[src/common/mipt_pkg.sv]
// Constants shared by the interrupt and time output logic
package mipt_pkg;
  // Clock and real-time clock step
  localparam int unsigned CLK_PERIOD_NS    = 4;
  localparam logic [31:0] NS_STEP          = 32'h0000_0004;
  localparam logic [31:0] NS_PER_SEC       = 32'h3B9A_CA00;
  // Periodic timer, 1/128 s expressed in ns
  localparam int unsigned TIMER_PERIOD_NS  = 1000000000 / 128;
  localparam logic [23:0] TIMER_CYCLES     = 24'(TIMER_PERIOD_NS / CLK_PERIOD_NS);
  // Eight kHz clock, 125 us period
  localparam int unsigned EIGHT_KHZ_TICK_CLOCK_PERIOD_US  = 125;
  localparam logic [23:0] EIGHT_KHZ_TICK_CLOCK_HALF_CYCLES =
    24'((EIGHT_KHZ_TICK_CLOCK_PERIOD_US * 1000) / (2 * CLK_PERIOD_NS));
  // Interrupt source positions
  localparam int unsigned SRC_MDIO         = 0;
  localparam int unsigned SRC_PTP_RX       = 1;
  localparam int unsigned SRC_PTP_TX       = 2;
  localparam int unsigned SRC_PTP_TIMER    = 3;
  localparam int unsigned SRC_COUNT        = 4;
  // Values after reset
  localparam logic [3:0]  PENDING_RESET    = 4'h0;
  localparam logic [31:0] NS_RESET         = 32'h0000_0000;
  localparam logic [47:0] SEC_RESET        = 48'h0000_0000_0000;
  localparam logic [23:0] CNT_RESET        = 24'h00_0000;
endpackage

[src/common/mipt_time_if.sv]
// Time base signals between the counter module and the top
`timescale 1ns/100ps
interface mipt_time_if;
  logic [31:0] ns;         // Nanoseconds field
  logic [47:0] sec;        // Seconds field
  logic [31:0] ns_1722;    // Alternate format nanoseconds
  logic        tick;       // One cycle per 1/128 s
  logic        eight_khz_tick_clock;      // Eight kHz square wave
  modport src (output ns, output sec, output ns_1722, output tick, output eight_khz_tick_clock);
  modport dst (input ns, input sec, input ns_1722, input tick, input eight_khz_tick_clock);
endinterface

[src/rtl/mipt_time_base.sv]
// Real-time clock counter with derived timer tick and eight kHz clock
`timescale 1ns/100ps
module mipt_time_base #(
  parameter logic [23:0] TIMER_CYCLES      = mipt_pkg::TIMER_CYCLES,
  parameter logic [23:0] EIGHT_KHZ_TICK_CLOCK_HALF_CYCLES = mipt_pkg::EIGHT_KHZ_TICK_CLOCK_HALF_CYCLES
) (
  input  wire logic        clk_in,      // System clock
  input  wire logic        reset_in,    // Synchronous reset, high
  input  wire logic        load_wr_in,  // Nanoseconds offset write
  input  wire logic [31:0] load_ns_in,  // Nanoseconds offset value
  mipt_time_if.src         time_if      // Time outputs
);

  // Last count of a divider
  function automatic logic cnt_last(input logic [23:0] cnt, input logic [23:0] limit);
    cnt_last = (cnt == limit - 24'h00_0001);
  endfunction

  logic [31:0] ns;
  logic [47:0] sec;
  logic [31:0] ns_1722;
  logic [23:0] tmr_cnt;
  logic [23:0] k_cnt;
  logic        tick;
  logic        eight_khz_tick_clock;

  //////////////////////////////////////////////////////////////////////////////
  // Next values; out-of-range offsets are ignored to keep ns below a second
  wire         ns_wrap      = (ns >= mipt_pkg::NS_PER_SEC - mipt_pkg::NS_STEP);
  wire         load_ok      = load_wr_in && (load_ns_in < mipt_pkg::NS_PER_SEC);
  wire [31:0]  next_ns      = load_ok ? load_ns_in :
                              (ns_wrap ? mipt_pkg::NS_RESET : ns + mipt_pkg::NS_STEP);
  wire [47:0]  next_sec     = (!load_ok && ns_wrap) ? sec + 48'h0000_0000_0001 : sec;
  // Alternate field follows each load of ns, but keeps counting when ns wraps at a second
  wire [31:0]  next_ns_1722 = load_ok ? ns_1722 + load_ns_in - ns
                                      : ns_1722 + mipt_pkg::NS_STEP;
  wire         tmr_last     = cnt_last(tmr_cnt, TIMER_CYCLES);
  wire         k_last       = cnt_last(k_cnt, EIGHT_KHZ_TICK_CLOCK_HALF_CYCLES);
  wire [23:0]  next_tmr_cnt = tmr_last ? mipt_pkg::CNT_RESET : tmr_cnt + 24'h00_0001;
  wire [23:0]  next_k_cnt   = k_last ? mipt_pkg::CNT_RESET : k_cnt + 24'h00_0001;

  // Clock fields
  always_ff @(posedge clk_in) begin
    if (reset_in) begin
      ns      <= mipt_pkg::NS_RESET;
      sec     <= mipt_pkg::SEC_RESET;
      ns_1722 <= mipt_pkg::NS_RESET;
    end else begin
      ns      <= next_ns;
      sec     <= next_sec;
      ns_1722 <= next_ns_1722;
    end
  end

  // Dividers counting clock steps, so both lock to the clock rate
  always_ff @(posedge clk_in) begin
    if (reset_in) begin
      tmr_cnt <= mipt_pkg::CNT_RESET;
      k_cnt   <= mipt_pkg::CNT_RESET;
      tick    <= 1'b0;
      eight_khz_tick_clock   <= 1'b0;
    end else begin
      tmr_cnt <= next_tmr_cnt;
      k_cnt   <= next_k_cnt;
      tick    <= tmr_last;
      eight_khz_tick_clock   <= eight_khz_tick_clock ^ k_last;
    end
  end

  //////////////////////////////////////////////////////////////////////////////
  // Interface drive
  assign time_if.ns      = ns;
  assign time_if.sec     = sec;
  assign time_if.ns_1722 = ns_1722;
  assign time_if.tick    = tick;
  assign time_if.eight_khz_tick_clock   = eight_khz_tick_clock;

endmodule

[src/rtl/mipt_top.sv]
// Interrupt aggregation and precise timing outputs of the MAC
`timescale 1ns/100ps
module mipt_top #(
  parameter bit          HAS_MGMT          = 1'b1,
  parameter bit          HAS_AVB           = 1'b1,
  parameter logic [23:0] TIMER_CYCLES      = mipt_pkg::TIMER_CYCLES,
  parameter logic [23:0] EIGHT_KHZ_TICK_CLOCK_HALF_CYCLES = mipt_pkg::EIGHT_KHZ_TICK_CLOCK_HALF_CYCLES
) (
  input  wire logic        clk_in,                     // 250 MHz clock
  input  wire logic        reset_in,                   // Synchronous reset, high
  input  wire logic        mdio_done_in,               // Management transfer done pulse
  input  wire logic        ptp_rx_done_in,             // PTP packet received pulse
  input  wire logic        ptp_tx_done_in,             // PTP packet sent pulse
  input  wire logic [3:0]  irq_enable_in,              // Per-source enables
  input  wire logic [3:0]  irq_clear_in,               // Per-source clear pulses
  input  wire logic        ns_offset_wr_in,            // Nanoseconds offset write
  input  wire logic [31:0] ns_offset_in,               // Nanoseconds offset value
  output logic             mac_irq_out,                // Combined interrupt level
  output logic             ptp_rx_irq_out,             // Receive pending flag
  output logic             ptp_tx_irq_out,             // Transmit pending flag
  output logic             ptp_timer_irq_out,          // Timer pending flag
  output logic [31:0]      rtc_ns_field_out,           // Nanoseconds field
  output logic [47:0]      rtc_sec_field_out,          // Seconds field
  output logic             eight_khz_tick_clock_out,   // Eight kHz clock
  output logic [31:0]      rtc_ns_1722_field_out       // Alternate nanoseconds
);

  mipt_time_if time_bus ();

  //////////////////////////////////////////////////////////////////////////////
  // Time base; held in reset when the bridging option is absent
  wire tb_reset = reset_in || !HAS_AVB;

  mipt_time_base #(
    .TIMER_CYCLES      (TIMER_CYCLES),
    .EIGHT_KHZ_TICK_CLOCK_HALF_CYCLES (EIGHT_KHZ_TICK_CLOCK_HALF_CYCLES)
  ) u_time_base (
    .clk_in     (clk_in),
    .reset_in   (tb_reset),
    .load_wr_in (ns_offset_wr_in),
    .load_ns_in (ns_offset_in),
    .time_if    (time_bus)
  );

  //////////////////////////////////////////////////////////////////////////////
  // Source events; PTP sources exist only with bridging
  logic [3:0] pending;
  wire  [3:0] src_event;

  assign src_event[mipt_pkg::SRC_MDIO]      = mdio_done_in;
  assign src_event[mipt_pkg::SRC_PTP_RX]    = HAS_AVB && ptp_rx_done_in;
  assign src_event[mipt_pkg::SRC_PTP_TX]    = HAS_AVB && ptp_tx_done_in;
  assign src_event[mipt_pkg::SRC_PTP_TIMER] = HAS_AVB && time_bus.tick;

  // Set wins over clear so an event in the clear cycle is kept
  wire [3:0] next_pending = (pending & ~irq_clear_in) | src_event;
  wire [3:0] active       = pending & irq_enable_in;
  wire       next_irq     = HAS_MGMT && (|active);

  // Pending flags
  always_ff @(posedge clk_in) begin
    if (reset_in) begin
      pending <= mipt_pkg::PENDING_RESET;
    end else begin
      pending <= next_pending;
    end
  end

  // Interrupt outputs, registered so the host sees a clean level
  always_ff @(posedge clk_in) begin
    if (reset_in) begin
      mac_irq_out       <= 1'b0;
      ptp_rx_irq_out    <= 1'b0;
      ptp_tx_irq_out    <= 1'b0;
      ptp_timer_irq_out <= 1'b0;
    end else begin
      mac_irq_out       <= next_irq;
      ptp_rx_irq_out    <= pending[mipt_pkg::SRC_PTP_RX];
      ptp_tx_irq_out    <= pending[mipt_pkg::SRC_PTP_TX];
      ptp_timer_irq_out <= pending[mipt_pkg::SRC_PTP_TIMER];
    end
  end

  //////////////////////////////////////////////////////////////////////////////
  // Time outputs; one register stage, so they trail the counters by a cycle
  always_ff @(posedge clk_in) begin
    if (reset_in) begin
      rtc_ns_field_out         <= mipt_pkg::NS_RESET;
      rtc_sec_field_out        <= mipt_pkg::SEC_RESET;
      eight_khz_tick_clock_out <= 1'b0;
      rtc_ns_1722_field_out    <= mipt_pkg::NS_RESET;
    end else begin
      rtc_ns_field_out         <= time_bus.ns;
      rtc_sec_field_out        <= time_bus.sec;
      eight_khz_tick_clock_out <= time_bus.eight_khz_tick_clock;
      rtc_ns_1722_field_out    <= time_bus.ns_1722;
    end
  end

endmodule

[config.mk]
export PLATFORM = sky130hd
export DESIGN_NAME = mipt_top
export DESIGN_NICKNAME = d
export VERILOG_FILES = /design/src/common/mipt_pkg.sv /design/src/common/mipt_time_if.sv /design/src/rtl/mipt_time_base.sv /design/src/rtl/mipt_top.sv
export SDC_FILE = /design/constraint.sdc
export NUM_CORES = 1
export LEC_CHECK = 0
export BUFFER_PORTS_ARGS = -buffer_cell sky130_fd_sc_hd__buf_2
export CORE_ASPECT_RATIO = 1.75
export CORE_UTILIZATION = 60
export CTS_BUF_LIST = sky130_fd_sc_hd__clkbuf_8
export DETAILED_ROUTE_END_ITERATION = 6
export PLACE_DENSITY = 0.8
export SLEW_MARGIN = 20
export SYNTH_ARGS = -nofsm -noshare
export SYNTH_HDL_FRONTEND = slang
export SYNTH_HIERARCHICAL = 1
export SYNTH_SLANG_ARGS = --single-unit
[constraint.sdc]
create_clock -name clk_in -period 3.75 [get_ports clk_in]
set_input_delay 0.5625 -clock clk_in [delete_from_list [all_inputs] [get_ports clk_in]]
set_output_delay 0.5625 -clock clk_in [all_outputs]
set_load 0.1 [all_outputs]
==> results.sh <==
export IMPL_status="completed"
export IMPL_finalPower_uw=6946
export IMPL_cts_tree="done"
export IMPL_required_ps=4220
export IMPL_grt_first_pass_wirelength_mm=53.02
export IMPL_ys_async_sr_fraction_pct=0
export IMPL_critPathKind="flip-flop to flip-flop"
export IMPL_ys_seq_elements=283
export IMPL_drt_first_pass_iters=5
export IMPL_netlist_area_um2=13820
export IMPL_io_buffers=162
export IMPL_die_width_um=116.7
export IMPL_startpoint_type="flip-flop"
export IMPL_synth_top_cell_area_share_pct=40.99
export IMPL_rsz0062_at_grt="false"
export IMPL_wl_met3_mm=1.478
export IMPL_vias=11314
export IMPL_rrSetupSlack_ps=380
export IMPL_cts_path_max_buffers=3
export IMPL_antenna_found_initial=0
export IMPL_r2r_end="u_time_base/time_if.ns_1722[31]$_SDFF_PP0_"
export IMPL_maxCapViolations=0
export IMPL_ant_nets=0
export IMPL_area_delta_synth_final_pct=14.67
export IMPL_initial_core_util_pct=61.01
export IMPL_num_io_pins=163
export IMPL_path_clk_slew_ps=70
export IMPL_cts_buffers=41
export IMPL_power_density_nw_per_um2=438.3
export IMPL_row_count=73
export IMPL_grt_pass1_vias=10955
export IMPL_post_cts_buffers=0
export IMPL_fin_nets=1849
export IMPL_dp_hpwl_mm=24.27
export IMPL_hold_viol=0
export IMPL_yosys_top_cells_area="dfxtp_1, xnor2_1, nor2b_1"
export IMPL_hold_end="u_time_base/time_if.ns[3]$_SDFF_PP0_"
export IMPL_layout_min_cycle_time_ps=3369
export IMPL_postSynthCellCount=1556
export IMPL_insertedDiodeCount=0
export IMPL_holdWs_ps=231.1
export IMPL_synth_warnings=6
export IMPL_synth_flop_cell="dfxtp_1"
export IMPL_tns_ps=0
export IMPL_worstPathArrival_ps=3840
export IMPL_r2r_start="u_time_base/time_if.ns_1722[21]$_SDFF_PP0_"
export IMPL_maxSlewViolCount=0
export IMPL_ir_drop_mv=0.4482
export IMPL_setup_viol=0
export IMPL_endpoint_kind="flip-flop"
export IMPL_cts_resized=0
export IMPL_dr_wl_met2_mm=17.07
export IMPL_drc=0
export IMPL_root_buffer="clkbuf_8"
export IMPL_yosysTopAreaCell="dfxtp_1"
export IMPL_fp_dieArea_um2=23670
export IMPL_cts_max_level=2
export IMPL_drt_total_wl_mm=32.88
export IMPL_clock_sinks=283
export IMPL_p_leak_uw=0.006687
export IMPL_wl_met1_mm=12.41
export IMPL_finalWorstSetupSlack_ps=380.6
export IMPL_highest_layer="met4"
export IMPL_grt_max_degree=112
export IMPL_placeableCoreArea_um2=22650
export IMPL_drive_gt1_share_pct=16.96
export IMPL_pre_cts_slack_ps=95.47
export IMPL_max_slew_worst_pin_slew_ps=943.5
export IMPL_avgSynthCellArea_um2=8.882
export IMPL_via_per_inst=5.484
export IMPL_netlist_cell_type_count=72
export IMPL_regArea_um2=5665
export IMPL_fp_dieH_um=202.8
export IMPL_hold_path_class="primary input to flip-flop"
export IMPL_gr_total_overflow=0
export IMPL_drt_iter0_drc=745
export IMPL_min_from="ns_offset_in[3]"
export IMPL_reg2reg_depth=12
export IMPL_post_drt_wl_per_cell_um=15.94
export IMPL_timing_slew_headroom_pct=37.09
export IMPL_min_path_cells=2
export IMPL_synth_most_common_cell="dfxtp_1"
export IMPL_multiInputGateArea_um2=7367
export IMPL_fillers=1834
export IMPL_grtUsageTotal_pct=28.34
export IMPL_place_gp_congestion=0.9473
export IMPL_synth_edf_count=0
export IMPL_fin_skew_ps=19.03
export IMPL_period_share_pct=89.85
export IMPL_fmax_mhz=296.8
export IMPL_clock_latency_ps=560
export IMPL_hold_buffers=0
export IMPL_synth_commonest_cells="dfxtp_1, nor2_1, inv_1"
export IMPL_post_route_util_pct=69.96
export IMPL_yosysSeqAreaShare_pct=40.99
export IMPL_cp_max_fo=5
## layout by cell type (no fill, tap or decap), drive strengths merged, types with 14 or more instances in the layout
cell	n
nand4	29
nand3	66
dfxtp	283
fa	31
nor3	38
inv	162
nor4	23
a22oi	18
ha	39
and3	21
xor2	48
nand2	78
a21oi	58
xnor2	104
clkbuf	47
a21o	14
buf	188
o21ai	36
nor2	184
nor2b	128
a211oi	25
## stage by stage
step / area, um^2 / instances
after floorplan: 13820 / 1557
after global placement: 15000 / 1990
after detailed placement: 15000 / 1990
after CTS: 15850 / 2063
after global routing: 15850 / 2063
final: 15850 / 2063
## worst max-delay path, stage by stage (launching register included)
cell and delay [ps]:
dfxtp_1 330, inv_1 120, fa_1 510, inv_1 40
ha_1 350, and3_1 200, or3b_1 390, nand2b_1 170
or3_1 360, a31oi_1 270, a311oi_1 160, xnor2_1 150
a211oi_1 230
## power by group
part           leakage [uW]  internal, uW  total, uW  switching (uW)
sequential          0.00229          3070       3130            60.8
combinational       0.00390           459       1290             832
clock              0.000490          1360       2520            1160
## sequential cells by signal, summed over array words and instances (netlist names)
name,count
u_time_base/tmr_cnt,24
rtc_ns_1722_field_out,32
u_time_base/time_if.ns,32
u_time_base/k_cnt,24
rtc_sec_field_out,48
u_time_base/time_if.tick,1
rtc_ns_field_out,32
ptp_timer_irq_out,1
pending,4
u_time_base/time_if.ns_1722,32
u_time_base/time_if.eight_khz_tick_clock,1
eight_khz_tick_clock_out,1
u_time_base/time_if.sec,48
ptp_rx_irq_out,1
ptp_tx_irq_out,1
mac_irq_out,1
## kinds of logic (layout without fill, tap and decap cells)
family | after synthesis | after routing | share of synthesized area (%)
AO/OA/AOI/OAI | 209 | 209 | 10.17
XOR/XNOR | 152 | 152 | 9.632
adder cells (fa/ha/maj) | 70 | 70 | 8.021
buffers and inverters | 203 | 409 | 5.848
flip-flops | 283 | 283 | 40.99
multiplexers | 9 | 9 | 0.7152
other | 1 | 2 | 0.02713
AND/OR/NAND/NOR | 629 | 629 | 24.60
## metal layers
metal  GRT usage (%)  up-vias
li1                -     5552
met3           4.000      105
met5               0        -
met2           50.13      348
met4           17.18        0
met1           31.39     5309
## how the worst max path moves through the flow
stage,start,end,cells past startpoint
floorplan,ns_offset_in[18],u_time_base/time_if.ns_1722[31]$_SDFF_PP0_,13
global placement,ns_offset_in[24],u_time_base/time_if.ns_1722[31]$_SDFF_PP0_,13
detailed placement,ns_offset_in[21],u_time_base/time_if.ns_1722[31]$_SDFF_PP0_,13
CTS,u_time_base/time_if.ns_1722[24]$_SDFF_PP0_,u_time_base/time_if.ns_1722[31]$_SDFF_PP0_,12
global route,u_time_base/time_if.ns_1722[24]$_SDFF_PP0_,u_time_base/time_if.ns_1722[31]$_SDFF_PP0_,12
finish,u_time_base/time_if.ns_1722[21]$_SDFF_PP0_,u_time_base/time_if.ns_1722[31]$_SDFF_PP0_,12
## area by class of cell
cell class | instances | area share, %
Clock buffer | 47 | 4.082
Multi-Input combinational cell | 1071 | 46.49
Inverter | 148 | 3.505
Sequential cell | 283 | 35.75
Timing Repair Buffer | 188 | 6.545
Tap cell | 300 | 2.369
Clock inverter | 26 | 1.263
Power figures use the tool's default switching activity.
